--- src/camts_pkg.sv ---
// Purpose: Shared constants and types of the bus transfer sequencer
// Assumes: 32-bit address and data, byte strobe bit i = byte offset i
// Notes:   Response code is 3 bits wide, transfer kind 2 bits
package camts_pkg;
  // ----------------------------------------------------------------
  // Bus encodings
  // ----------------------------------------------------------------
  localparam logic [1:0] HTRANS_IDLE   = 2'h0;
  localparam logic [1:0] HTRANS_NONSEQ = 2'h2;
  localparam logic [2:0] HRESP_OKAY    = 3'h0;
  localparam logic [2:0] HRESP_ERROR   = 3'h1;
  localparam logic [1:0] SIZE_BYTE     = 2'h0;
  localparam logic [1:0] SIZE_HALF     = 2'h1;
  localparam logic [1:0] SIZE_WORD     = 2'h2;
  localparam logic [3:0] STRB_ALL      = 4'hf;
  localparam logic [2:0] WORD_BYTES    = 3'h4;
  localparam logic [2:0] REM_THREE     = 3'h3;
  localparam logic [2:0] REM_TWO       = 3'h2;
  // ----------------------------------------------------------------
  // Reset values and sizes
  // ----------------------------------------------------------------
  localparam logic [31:0] RST_ADDR     = 32'h0;
  localparam logic [31:0] RST_DATA     = 32'h0;
  localparam logic [3:0]  RST_STRB     = 4'h0;
  localparam int          BUF_DEPTH    = 2;
  // ----------------------------------------------------------------
  // Types
  // ----------------------------------------------------------------
  typedef enum logic [1:0] {PART_ALIGNED, PART_FIRST, PART_SECOND}
    camts_part_e;
  typedef struct packed {
    logic [31:0] addr;
    logic        write;
    logic [1:0]  size;
    logic [31:0] wdata_lo;
    logic [31:0] wdata_hi;
  } camts_req_s;
  typedef struct packed {
    logic [31:0] addr;
    logic        write;
    logic [1:0]  size;
    logic [3:0]  strb;
    logic        unalign;
    logic [31:0] wdata;
  } camts_part_s;
endpackage

--- src/camts_buf.sv ---
// Purpose: Small FIFO that decouples the request source from the bus
// Assumes: Single clock, asynchronous active-low reset
// Notes:   Ready and valid come straight from flops
`timescale 1ns/1ps
module camts_buf #(
  parameter int W     = 8,
  parameter int DEPTH = 2
) (
  input  wire logic         clk,
  input  wire logic         rst_n,
  input  wire logic         in_valid,
  output logic              in_ready,
  input  wire logic [W-1:0] in_data,
  output logic              out_valid,
  input  wire logic         out_ready,
  output logic [W-1:0]      out_data
);
  localparam int AW = (DEPTH > 1) ? $clog2(DEPTH) : 1;
  localparam logic [AW:0]   CNT_MAX = (AW+1)'(DEPTH);
  localparam logic [AW-1:0] PTR_MAX = AW'(DEPTH - 1);

  logic [W-1:0]  mem [DEPTH];
  logic [AW-1:0] wr_ptr_q;
  logic [AW-1:0] rd_ptr_q;
  logic [AW:0]   cnt_q;
  logic [AW:0]   cnt_d;
  logic          push;
  logic          pop;

  assign push     = in_valid & in_ready;
  assign pop      = out_valid & out_ready;
  assign out_data = mem[rd_ptr_q];

  always_comb begin
    cnt_d = cnt_q;
    if (push & ~pop) begin
      cnt_d = cnt_q + 1'b1;
    end else if (pop & ~push) begin
      cnt_d = cnt_q - 1'b1;
    end
  end

  always_ff @(posedge clk or negedge rst_n) begin
    if (!rst_n) begin
      cnt_q     <= '0;
      in_ready  <= 1'b1;
      out_valid <= 1'b0;
    end else begin
      cnt_q     <= cnt_d;
      in_ready  <= (cnt_d != CNT_MAX);
      out_valid <= (cnt_d != '0);
    end
  end

  always_ff @(posedge clk or negedge rst_n) begin
    if (!rst_n) begin
      wr_ptr_q <= '0;
      rd_ptr_q <= '0;
    end else begin
      if (push) begin
        wr_ptr_q <= (wr_ptr_q == PTR_MAX) ? '0 : wr_ptr_q + 1'b1;
      end
      if (pop) begin
        rd_ptr_q <= (rd_ptr_q == PTR_MAX) ? '0 : rd_ptr_q + 1'b1;
      end
    end
  end

  // Storage needs no reset; valid is guarded by the count
  always_ff @(posedge clk) begin
    if (push) begin
      mem[wr_ptr_q] <= in_data;
    end
  end
endmodule

--- src/camts_top.sv ---
// Purpose: Master-side transfer sequencing on a pipelined bus
// Assumes: Slave logic on the same clock; HREADY high when bus idle
// Notes:   Items that cross a word edge are split into two portions
`timescale 1ns/1ps
module camts_top
  import camts_pkg::*;
#(
  parameter int DEPTH = BUF_DEPTH
) (
  input  wire logic        CLK,
  input  wire logic        RSTN,
  input  wire logic        REQ_VALID,
  output logic             REQ_READY,
  input  camts_req_s       REQ,
  output logic [31:0]      HADDR,
  output logic [1:0]       HTRANS,
  output logic             HWRITE,
  output logic [1:0]       HSIZE,
  output logic [3:0]       HBSTRB,
  output logic             HUNALIGN,
  output logic [31:0]      HWDATA,
  input  wire logic        HREADY,
  input  wire logic [2:0]  HRESP,
  input  wire logic [31:0] HRDATA,
  output logic             RSP_VALID,
  output logic [31:0]      RSP_RDATA,
  output logic             RSP_ERR,
  output logic             RSP_LAST
);
  // ----------------------------------------------------------------
  // Request buffer
  // ----------------------------------------------------------------
  camts_req_s  head;
  logic        head_valid;
  logic        head_pop;

  camts_buf #(
    .W     ($bits(camts_req_s)),
    .DEPTH (DEPTH)
  ) u_buf (
    .clk       (CLK),
    .rst_n     (RSTN),
    .in_valid  (REQ_VALID),
    .in_ready  (REQ_READY),
    .in_data   (REQ),
    .out_valid (head_valid),
    .out_ready (head_pop),
    .out_data  (head)
  );

  // ----------------------------------------------------------------
  // Split decode of the buffer head
  // ----------------------------------------------------------------
  // Lanes past the word edge go in a second portion at the next word
  logic [1:0]  item_size;
  logic [2:0]  nbytes;
  logic [2:0]  span;
  logic [2:0]  rem;
  logic        mis;
  camts_part_s first_p;
  camts_part_s second_p;

  assign item_size = (head.size > SIZE_WORD) ? SIZE_WORD : head.size;
  assign nbytes    = 3'(4'h1 << item_size);
  assign span      = 3'({1'b0, head.addr[1:0]}) + nbytes;
  assign mis       = (span > WORD_BYTES);
  assign rem       = span - WORD_BYTES;

  always_comb begin
    first_p.addr     = head.addr;
    first_p.write    = head.write;
    first_p.size     = item_size;
    first_p.wdata    = head.wdata_lo;
    first_p.unalign  = mis;
    if (mis) begin
      first_p.strb = 4'(STRB_ALL << head.addr[1:0]);
    end else begin
      first_p.strb = 4'(((5'h1 << nbytes) - 5'h1) << head.addr[1:0]);
    end
    second_p.addr    = {head.addr[31:2] + 30'h1, 2'h0};
    second_p.write   = head.write;
    second_p.wdata   = head.wdata_hi;
    second_p.strb    = 4'((5'h1 << rem) - 5'h1);
    second_p.unalign = (rem == REM_THREE);
    if (rem == REM_THREE) begin
      second_p.size = SIZE_WORD;
    end else if (rem == REM_TWO) begin
      second_p.size = SIZE_HALF;
    end else begin
      second_p.size = SIZE_BYTE;
    end
  end

  // ----------------------------------------------------------------
  // Address phase
  // ----------------------------------------------------------------
  // A pending request may only change once the bus moves on, so
  // the address stage reloads on ready or when it shows IDLE.
  camts_part_e part_q;
  camts_part_s split_q;
  logic        split_pend_q;
  logic        ap_busy;
  logic        accept;
  logic        load;
  logic        err_first;
  logic        retract;
  logic [31:0] ap_wdata_q;
  logic        dp_valid_q;
  logic        dp_write_q;
  logic        dp_last_q;

  assign ap_busy   = (HTRANS == HTRANS_NONSEQ);
  assign accept    = ap_busy & HREADY;
  assign load      = ~ap_busy | HREADY;
  assign err_first = dp_valid_q & ~HREADY & (HRESP == HRESP_ERROR);
  // Errored first portion: its second half is withdrawn, not issued
  assign retract   = err_first & ap_busy & (part_q == PART_SECOND);
  assign head_pop  = head_valid & load & ~split_pend_q & ~retract;

  always_ff @(posedge CLK or negedge RSTN) begin
    if (!RSTN) begin
      HTRANS     <= HTRANS_IDLE;
      HADDR      <= RST_ADDR;
      HWRITE     <= 1'b0;
      HSIZE      <= SIZE_BYTE;
      HBSTRB     <= RST_STRB;
      HUNALIGN   <= 1'b0;
      ap_wdata_q <= RST_DATA;
      part_q     <= PART_ALIGNED;
    end else if (retract) begin
      HTRANS <= HTRANS_IDLE;
      part_q <= PART_ALIGNED;
    end else if (load) begin
      if (split_pend_q) begin
        HTRANS     <= HTRANS_NONSEQ;
        HADDR      <= split_q.addr;
        HWRITE     <= split_q.write;
        HSIZE      <= split_q.size;
        HBSTRB     <= split_q.strb;
        HUNALIGN   <= split_q.unalign;
        ap_wdata_q <= split_q.wdata;
        part_q     <= PART_SECOND;
      end else if (head_valid) begin
        HTRANS     <= HTRANS_NONSEQ;
        HADDR      <= first_p.addr;
        HWRITE     <= first_p.write;
        HSIZE      <= first_p.size;
        HBSTRB     <= first_p.strb;
        HUNALIGN   <= first_p.unalign;
        ap_wdata_q <= first_p.wdata;
        part_q     <= mis ? PART_FIRST : PART_ALIGNED;
      end else begin
        // Address and attributes keep stale values while IDLE
        HTRANS <= HTRANS_IDLE;
        part_q <= PART_ALIGNED;
      end
    end
  end

  always_ff @(posedge CLK or negedge RSTN) begin
    if (!RSTN) begin
      split_pend_q <= 1'b0;
      split_q      <= '0;
    end else if (retract) begin
      split_pend_q <= 1'b0;
    end else if (load) begin
      if (split_pend_q) begin
        split_pend_q <= 1'b0;
      end else if (head_valid && mis) begin
        split_pend_q <= 1'b1;
        split_q      <= second_p;
      end
    end
  end

  // ----------------------------------------------------------------
  // Data phase
  // ----------------------------------------------------------------
  // HWDATA moves only at a write acceptance, so it stands through
  // every wait state of that write without extra hold logic
  always_ff @(posedge CLK or negedge RSTN) begin
    if (!RSTN) begin
      HWDATA     <= RST_DATA;
      dp_valid_q <= 1'b0;
      dp_write_q <= 1'b0;
      dp_last_q  <= 1'b0;
    end else if (accept) begin
      dp_valid_q <= 1'b1;
      dp_write_q <= HWRITE;
      dp_last_q  <= (part_q != PART_FIRST);
      if (HWRITE) begin
        HWDATA <= ap_wdata_q;
      end
    end else if (HREADY) begin
      dp_valid_q <= 1'b0;
    end
  end

  // Read data is taken in the ready cycle; no stall on this side
  always_ff @(posedge CLK or negedge RSTN) begin
    if (!RSTN) begin
      RSP_VALID <= 1'b0;
      RSP_RDATA <= RST_DATA;
      RSP_ERR   <= 1'b0;
      RSP_LAST  <= 1'b0;
    end else begin
      RSP_VALID <= dp_valid_q & HREADY;
      if (dp_valid_q && HREADY) begin
        RSP_RDATA <= dp_write_q ? RST_DATA : HRDATA;
        RSP_ERR   <= (HRESP != HRESP_OKAY);
        RSP_LAST  <= dp_last_q | (HRESP != HRESP_OKAY);
      end
    end
  end
endmodule

--- config.mk ---
export PLATFORM = sky130hd
export DESIGN_NAME = camts_top
export DESIGN_NICKNAME = d
export VERILOG_FILES = /design/src/camts_pkg.sv /design/src/camts_buf.sv /design/src/camts_top.sv
export SDC_FILE = /design/constraint.sdc
export NUM_CORES = 1
export LEC_CHECK = 0
export ABC_AREA = 1
export BUFFER_PORTS_ARGS = -buffer_cell sky130_fd_sc_hd__buf_2
export CAP_MARGIN = 20
export CORE_ASPECT_RATIO = 1.5
export CORE_MARGIN = 8
export CORE_UTILIZATION = 45
export CTS_CLUSTER_SIZE = 14
export DETAILED_ROUTE_END_ITERATION = 8
export PLACE_DENSITY = 0.79
export SLEW_MARGIN = 20
export SYNTH_ARGS = -nofsm -noshare
export SYNTH_HDL_FRONTEND = slang
export SYNTH_SLANG_ARGS = --single-unit
--- constraint.sdc ---
create_clock -name CLK -period 5.65 [get_ports CLK]
set_input_delay 0.565 -clock CLK [delete_from_list [all_inputs] [get_ports CLK]]
set_output_delay 0.565 -clock CLK [all_outputs]
set_load 0.1 [all_outputs]
==> results of run 1 <==
==> cells by family (layout without fill, tap and decap cells) <==
logic type | Yosys count | in the layout | share of synthesized area, %
adder cells (fa/ha/maj) | 3 | 3 | 0.2640
flip-flops | 418 | 418 | 67.12
buffers and inverters | 132 | 384 | 3.755
AND/OR/NAND/NOR | 690 | 690 | 16.65
multiplexers | 64 | 64 | 3.989
AO/OA/AOI/OAI | 231 | 231 | 7.333
XOR/XNOR | 17 | 17 | 0.8726
other | 1 | 5 | 0.02198
==> stage by stage <==
stage                     setup TNS [ps]  hold WS [ps]
final                                  0         20.38
after global routing                   0         101.6
after CTS                              0         70.81
after detailed placement               0         460.4
after global placement                 0         451.4
after floorplan                   -22870         269.4
==> path summary, 6_finish.rpt <==
kind | startpoint | endpoint | slack, ps | depth (start not counted)
hold reg to reg | split_q[71]$_DFFE_PN0P_ | split_q[71]$_DFFE_PN0P_ | 480 | 2
max in group asynchronous | RSTN | HWDATA[27]$_DFFE_PN0P_ | 4250 | 2
setup reg to reg | u_buf.rd_ptr_q$_DFFE_PN0P_ | split_q[43]$_DFFE_PN0P_ | 1680 | 12
min in group CLK | REQ[83] | u_buf.mem[0][83]$_DFFE_PP_ | 190 | 1
setup / recovery | u_buf.rd_ptr_q$_DFFE_PN0P_ | split_q[43]$_DFFE_PN0P_ | 1680 | 12
hold / removal | RSTN | HADDR[22]$_DFFE_PN0P_ | 20 | 1
==> Yosys cell counts (all sizes together), types with 2 or more instances <==
cell and number:
o21ai 209, nand2 559, nor2 70, dfrtp 219, or2 4, a31oi 10, mux2i 32, inv 55
buf 42, a21oi 8, clkbuf 35, ha 2, xor2 16, edfxtp 198, mux2 32, nand3 54
==> state kept, by name, indices dropped and copies added, names as in the netlist, 2 cells and up <==
register     cells
u_buf.mem      198
split_q         69
HADDR           32
HWDATA          32
RSP_RDATA       32
ap_wdata_q      32
HBSTRB           4
HSIZE            2
part_q           2
u_buf.cnt_q      2
==> final cells by class <==
cell class | count | area share [%]
antenna | 4 | 0.05047
sequential | 418 | 57.76
timing repair buffer | 258 | 6.712
clock inverter | 15 | 0.6813
multi-input combinational | 1006 | 25.21
inverter | 55 | 1.047
tap | 489 | 3.085
clock buffer | 56 | 5.450
==> critical path, delay by kind of cell (launching register included) <==
kind / cells / cell delay (ps)
AOI/OAI and AO/OA: 2 / 260
adders and majority gates: 1 / 390
buffers and inverters: 3 / 930
DFF: 1 / 870
and+or+nand+nor: 6 / 1330
==> routing by layer <==
| metal | track usage, % | vias up |
|---|---|---|
| li1 | - | 5640 |
| met1 | 19.80 | 5651 |
| met2 | 31.04 | 383 |
| met3 | 3.941 | 83 |
| met4 | 8.451 | 2 |
| met5 | 0 | - |
==> metrics, run 1 <==
Worst setup EP type flop; FP Rows 87; postcts setup bufs 0; Die Wd between 150 and 200 um; final hold violation count 0; Skew-Pair Late Insertion Delay 560 ps; met3 wire length 2660 um; DP Area 0.01861 mm^2; Area Growth Syn to Fin 16.24%; met2 routed WL 20,440 um; Yosys top cell area share 34.85%; unrepaired setup endpoints after global routing no; clk root buf clkbuf_16; Worst-Margin Slew 995.2 ps; startpoint types flop; Layout Utilization 52.81%; dpl cells 2,226; Synth area leader edfxtp_1; synth top area cells edfxtp_1 35%, dfrtp_1 32%, nand2_1 12%; routability cong. 0.8972; die area 0.04453 mm^2; Cells after Synth 1,556; Main synth FF type dfrtp_1; mapped cell area ~0.017 mm^2; # DRC 0; CP most frequent cell nand2_1; first-pass GRT wire length 62,780 um; hold buffers post-CTS 0; CTS tree done; CTS max path bufs 3; critical-path maximum fanout 70; status finished clean; Layout Skew 28.72 ps; DR pass1 iterations 5; flops & latches, synth 418; Clk pin slew, worst setup/hold paths 60 ps; antenna violations before repair 6; # resized after CTS 0; largest net degree at the start of global routing 102; most frequent cells in the layout 529 x nand2_1, 245 x buf_2, 218 x dfrtp_1, 198 x edfxtp_1, 155 x o21ai_0; worst slack, placed 1673 ps; ANT nets after route 0; Final HPWL DP 27,400 um; endpoints failing setup 0; min Tclk post-route 3966 ps; number of global-route vias before repair 11,857; Max Cap Viol 0; clock sinks 418; syn_nets 1,697; Syn Area/Cell around 11 um^2; Ports between 200 and 250; wire length on met1 15,290 um; CTS Buf Count 39; via density per instance 5.110; WP data arrival 4370 ps; fin cells 2,301; Multi-input gate area approximately 0.0050 mm^2; Cell variety after synth 39; NumNets Final 1,919; sequential cell area 0.01146 mm^2; DR top layer met5; Max Fclk 0.2521 GHz; number of flops mapped to enable cells by yosys 198; Final WS setup 1684 ps; period utilization 70.19%; total grt overflow 0; Worst EP required 6060 ps; CP peak stage delay 870 ps; share of cells above drive strength 1 a little under a quarter; die height 254.5 um; vias after detailed routing 11,759; Final Cell Area just under 0.02 mm^2; drt total wl 40,060 um; Core Footprint 0.03755 mm^2; Seq/Total Area, Yosys 67.12%; Routed WL per cell 17.41 um; Setup CP Type flop to flop; IO Port Bufs 246; Max-slew headroom 33.42%; initial core utilization 45.43%; max-slew violation count 0; Synth Warn # 0; crit-path cells inv_2, nand2_1, o21ai_1, nor2_2, nand2_2, fa_1, inv_1, nand2_1, nand2_1, nand3_4, inv_2, o21ai_0; fillers 3,228; asr flop ratio synth a little over half; GRT Total Usage 17.53%; Critical-path top delay cell dfrtp_4; number of H-tree levels 2; DR iter-0 viols 768; most common cell after layout, fill and taps aside nand2_1; Hold Crit Class input port to asynchronous set/reset pin
Power of run 1 is left out: the tool's default activity adds up to more than one toggle a clock period on the data nets, which glitch-free logic cannot reach.
==> run 2, diff against run 1 <==
PLACE_DENSITY = 0.76   (was 0.79)
clock period = 3.75 ns   (was 5.65 ns; I/O delays follow)
==> metrics, run 2 (synthesis gave the netlist of run 1 again) <==
Max-slew headroom 30.16% (-3.3 points); Routed WL per cell 17.34 um (-0.43%); ANT nets after route 0 (unchanged); Ports 248 (unchanged); Worst-Margin Slew 1044 ps (+48.71 ps); Max Fclk 0.3073 GHz (+22%); drt total wl 40,070 um (about the same); IO Port Bufs 246 (unchanged); DR top layer met4; fin cells 2,311 (+0.43%); top flop regs u_buf.mem: 198 flops, split_q: 69 flops; NumNets Final 1,930 (+0.57%); antenna violations before repair 5 (-1); unrepaired setup endpoints after global routing no; most frequent cells in the layout 529 x nand2_1, 245 x buf_2, 218 x dfrtp_1, 198 x edfxtp_1, 155 x o21ai_0; largest net degree at the start of global routing 122 (+20%); Setup CP Type flop to flop; status finished clean; wire length on met1 15,740 um (+3.0%); Final HPWL DP 26,850 um (-2.0%); Hold Crit Class input port to flop; Layout Skew 21.18 ps (-7.537 ps); most common cell after layout, fill and taps aside nand2_1; Max Cap Viol 0 (unchanged); number of global-route vias before repair 11,752 (-0.89%); Largest Register u_buf.mem; Clk pin slew, worst setup/hold paths 60 ps (about the same); critical-path maximum fanout 47 (-33%); clock sinks 418 (unchanged); Worst setup EP type flop; GRT Total Usage 17.67% (+0.14 points); first-pass GRT wire length 62,960 um (+0.27%); DR pass1 iterations 7 (+2); initial core utilization 45.43% (unchanged); CTS max path bufs 3 (unchanged); Worst EP required 4150 ps (-1910 ps); period utilization 86.77% (+17 points); number of H-tree levels 2 (unchanged); vias after detailed routing 11,631 (-1.1%); startpoint types flop; max-slew violation count 0 (unchanged); # resized after CTS 0 (unchanged); CP most frequent cell nand2_1; met3 wire length 2378 um (-11%); final hold violation count 0 (unchanged); DR iter-0 viols 838 (+9.1%); endpoints failing setup 0 (unchanged); Min Hold Slack 27.16 ps (+6.778 ps); Core Footprint 0.03755 mm^2 (unchanged); crit-path cells inv_2, nand2_1, o21ai_1, nand2_1, fa_1, inv_1, nand2_1, nand2_1, nand3_4, buf_4, nand2_1, o21ai_1; Area Growth Syn to Fin 16.68%; # DRC 0 (unchanged); max reg flops 198 (unchanged); met2 routed WL 20,620 um (+0.88%); CP peak stage delay 530 ps (-340 ps); WP data arrival 3650 ps (-720 ps); CTS Buf Count 39 (unchanged); Die Wd 175.0 um (unchanged); Critical-path top delay cell dfrtp_4; die area 0.04453 mm^2 (unchanged); postcts setup bufs 0 (unchanged); FP Rows 87 (unchanged); share of cells above drive strength 1 23.27% (about the same); routability cong. 0.8832 (-1.6%); Setup TNS Final 0 ps (unchanged); via density per instance 5.033 (-1.5%); die height 254.5 um (unchanged); min Tclk post-route 3254 ps (-712.1 ps); total grt overflow 0 (unchanged); fillers 3,250 (+0.68%); clk root buf clkbuf_16; Skew-Pair Late Insertion Delay 540 ps (-20 ps); CTS tree done; dpl cells 2,230 (+0.18%)
-- run 2: cell count changes in the layout (fill, tap and decap cells not counted), moves of 2 or more --
cell	delta
inv_16	-2
clkinvlp_4	+2
buf_4	+2
clkinv_8	+2
dlygate4sd3_1	+7
-- run 2: through the flow --
stage / worst slack [ps] / util [%] / instance area [um^2]
2_1_floorplan: -369.1 / - / 17070
3_3_place_gp: 734.8 / 49.66 / 18650
3_5_place_dp: 587.2 / 49.66 / 18650
4_1_cts: 515.9 / 52.98 / 19900
5_1_grt: 247.7 / 53.01 / 19910
6_report: 496.2 / 53.01 / 19910
-- run 2: worst max-delay path, delay by kind of cell, from the launching register on --
family | cells | cell delay [ps]
buf+inv | 3 | 780
flops | 1 | 530
fa+ha+maj | 1 | 430
simple gates | 6 | 1120
compound gates | 2 | 230
-- run 2: cell type report --
cell class                      instances  area, um^2  share of cell area, %
Clock buffer                           55        1046                  5.254
Inverter                               55       207.7                  1.043
Timing Repair Buffer                  269        1448                  7.271
Sequential cell                       418       11460                  57.54
Multi-Input combinational cell       1006        5001                  25.12
Antenna cell                            4       10.01                0.05028
Clock inverter                         15       128.9                 0.6473
Tap cell                              489       611.8                  3.073
-- run 2: final timing paths --
check                                            from                          to  slack, ps  cells after the start
setup reg to reg           u_buf.rd_ptr_q$_DFFE_PN0P_     split_q[18]$_DFFE_PN0P_        500                     12
setup / recovery           u_buf.rd_ptr_q$_DFFE_PN0P_     split_q[18]$_DFFE_PN0P_        500                     12
hold / removal                                REQ[18]  u_buf.mem[1][18]$_DFFE_PP_         30                      1
max in group asynchronous                        RSTN   RSP_RDATA[11]$_DFFE_PN0P_       2260                      3
min in group asynchronous                        RSTN       HADDR[16]$_DFFE_PN0P_        520                      2
hold reg to reg               split_q[67]$_DFFE_PN0P_     split_q[67]$_DFFE_PN0P_        470                      2
-- run 2: repair_timing --
item / in CTS / in global routing
hold endpoints to repair: 117 / 0
hold buffers: 7 / 0
setup endpoints to repair: 0 / 0
-- run 2: routing by layer --
metal | up-vias | global-route usage (%)
met5 | - | 0
met2 | 364 | 32.02
met1 | 5540 | 20.31
li1 | 5649 | -
met4 | 0 | 6.727
met3 | 78 | 3.556
Power of run 2 is left out for the same reason.
==> run 3, diff against run 2 <==
CELL_PAD_IN_SITES_DETAIL_PLACEMENT = 1   (was unset)
CELL_PAD_IN_SITES_GLOBAL_PLACEMENT = 1   (was unset)
PLACE_DENSITY = 0.9   (was 0.76)
RECOVER_POWER = 50   (was unset)
==> metrics, run 3 (synthesis gave the netlist of run 1 again) <==
antenna violations before repair 5 (unchanged); share of cells above drive strength 1 17.08% (-6.2 points); Multi-input gate area 0.004999 mm^2 (about the same); critical-path maximum fanout 24 (-49%); CTS tree done; Layout Skew 32.43 ps (+11.25 ps); Hold Crit Class input port to flop; GRT Total Usage 23.25% (+5.6 points); number of H-tree levels 2 (unchanged); clk root buf clkbuf_16; Worst EP required 4190 ps (+40 ps); Clk pin slew, worst setup/hold paths 80 ps (+20 ps); # DRC 0 (unchanged); Routed WL per cell 22.14 um (+28%); Worst setup EP type flop; Critical-path top delay cell dfrtp_4; Largest Register u_buf.mem; Ports 248 (unchanged); total grt overflow 0 (unchanged); failing checks capacitance limit, slew limit; drt total wl 52,530 um (+31%); Setup CP Type flop to flop; Critical R2R Launch u_buf.rd_ptr_q$_DFFE_PN0P_; CTS Buf Count 41 (+5.1%); max reg flops 198 (unchanged); Final HPWL DP 33,030 um (+23%); period utilization 80.40% (-6.4 points); sequential cell area 0.01146 mm^2 (unchanged); IO Port Bufs 246 (unchanged); number of global-route vias before repair 14,237 (+21%); max-slew violation count 99 (+99); status complete, but fails checks; DR pass1 iterations 5 (-2); NumNets Final 1,987 (+3.0%); most common cell after layout, fill and taps aside nand2_1; endpoints failing setup 0 (unchanged); most frequent cells in the layout 530 x nand2_1, 218 x dfrtp_1, 198 x edfxtp_1, 155 x o21ai_0, 135 x buf_2; critical path launch point u_buf.rd_ptr_q$_DFFE_PN0P_; fillers 4,107 (+26%); die area 0.04453 mm^2 (unchanged); FP Rows 87 (unchanged); CP most frequent cell nand2_1; top flop regs u_buf.mem: 198 flops, split_q: 69 flops; final hold violation count 0 (unchanged); largest net degree at the start of global routing 108 (-11%); startpoint types flop; Max Fclk 0.3317 GHz (+7.9%); min Tclk post-route 3015 ps (-239.0 ps); DR iter-0 viols 798 (-4.8%); WP data arrival 3460 ps (-190 ps); initial core utilization 45.43% (unchanged); clock sinks 418 (unchanged); largest delay contributor family on the critical path simple AND/OR/NAND/NOR gates; unrepaired setup endpoints after global routing no; Max Cap Viol 2 (+2); CTS max path bufs 3 (unchanged); Setup TNS Final 0 ps (unchanged); Worst-Margin Slew 1787 ps (+742.8 ps); ANT nets after route 0 (unchanged); CP peak stage delay 630 ps (+100 ps); die height 254.5 um (unchanged); Hold Crit Start REQ[5]; vias after detailed routing 12,754 (+9.7%); Core Footprint 0.03755 mm^2 (unchanged); Max-slew headroom -19.12% (-49 points); CP bufs+invs 3 (unchanged); first-pass GRT wire length 81,220 um (+29%); Die Wd 175.0 um (unchanged); via density per instance 5.375 (+6.8%); routability cong. 0.9154 (+3.6%); Skew-Pair Late Insertion Delay 580 ps (+40 ps); # resized after CTS 0 (unchanged); Area Growth Syn to Fin 20.33%; postcts setup bufs 0 (unchanged); crit-path cells inv_2, nand2_1, o21ai_1, nor2_2, nand2_2, fa_1, inv_1, nand2_1, nand2_1, nand3_4, inv_2, nand2_1, o21ai_0
## run 3: path summary, 6_finish.rpt
kind | slack, ps | depth (start not counted) | end
hold reg to reg | 470 | 2 | split_q[60]$_DFFE_PN0P_
hold / removal | 40 | 1 | u_buf.mem[0][5]$_DFFE_PP_
setup / recovery | 740 | 13 | split_q[43]$_DFFE_PN0P_
max in group asynchronous | 1100 | 3 | HADDR[10]$_DFFE_PN0P_
min in group asynchronous | 440 | 2 | ap_wdata_q[2]$_DFFE_PN0P_
setup reg to reg | 740 | 13 | split_q[43]$_DFFE_PN0P_
## run 3: layout make-up
type,count,share of cell area [%]
flip-flops and latches,418,55.80
multi-input cells,1006,24.35
repair buffers,324,9.032
clock buffers,57,5.540
well taps,489,2.980
clock inverters,19,1.231
inverters,55,1.012
diodes,5,0.06094
## run 3: per-layer routing
metal / vias up / global-route usage (%) / part of all wire (%)
met5: - / 0 / 0.025
met1: 6347 / 25.59 / 37
met4: 2 / 12.38 / 5.2
li1: 5767 / - / -
met2: 483 / 41.81 / 52
met3: 155 / 4.667 / 5.3
## run 3: timing repair
item                                    4_1_cts  5_1_grt
endpoints found under the setup margin        0        0
endpoints found under the hold margin       211        2
hold buffers                                 59        1
## run 3: through the flow
| step | cell area (um^2) | hold WS, ps | util (%) | cells | worst slack (ps) |
|---|---|---|---|---|---|
| finish | 20530 | 36.72 | 54.67 | 2373 | 735.2 |
| global route | 20530 | 34.32 | 54.66 | 2371 | 533.7 |
| CTS | 20660 | 0.05301 | 55.01 | 2367 | 728.9 |
| detailed placement | 18680 | 460.3 | 49.74 | 2232 | 942.6 |
| global placement | 18680 | 452.9 | 49.74 | 2232 | 1108 |
| floorplan | 17070 | 79.41 | - | 1556 | -369.1 |
## run 3: worst reg2reg max path, delay by kind of cell (launching register included)
kind                     cells  cell delay, ps
AO/OA/AOI/OAI                2             240
adder cells (fa/ha/maj)      1             420
buffers and inverters        3             620
flip-flops                   1             630
AND/OR/NAND/NOR              7             970
Power of run 3 is left out for the same reason.
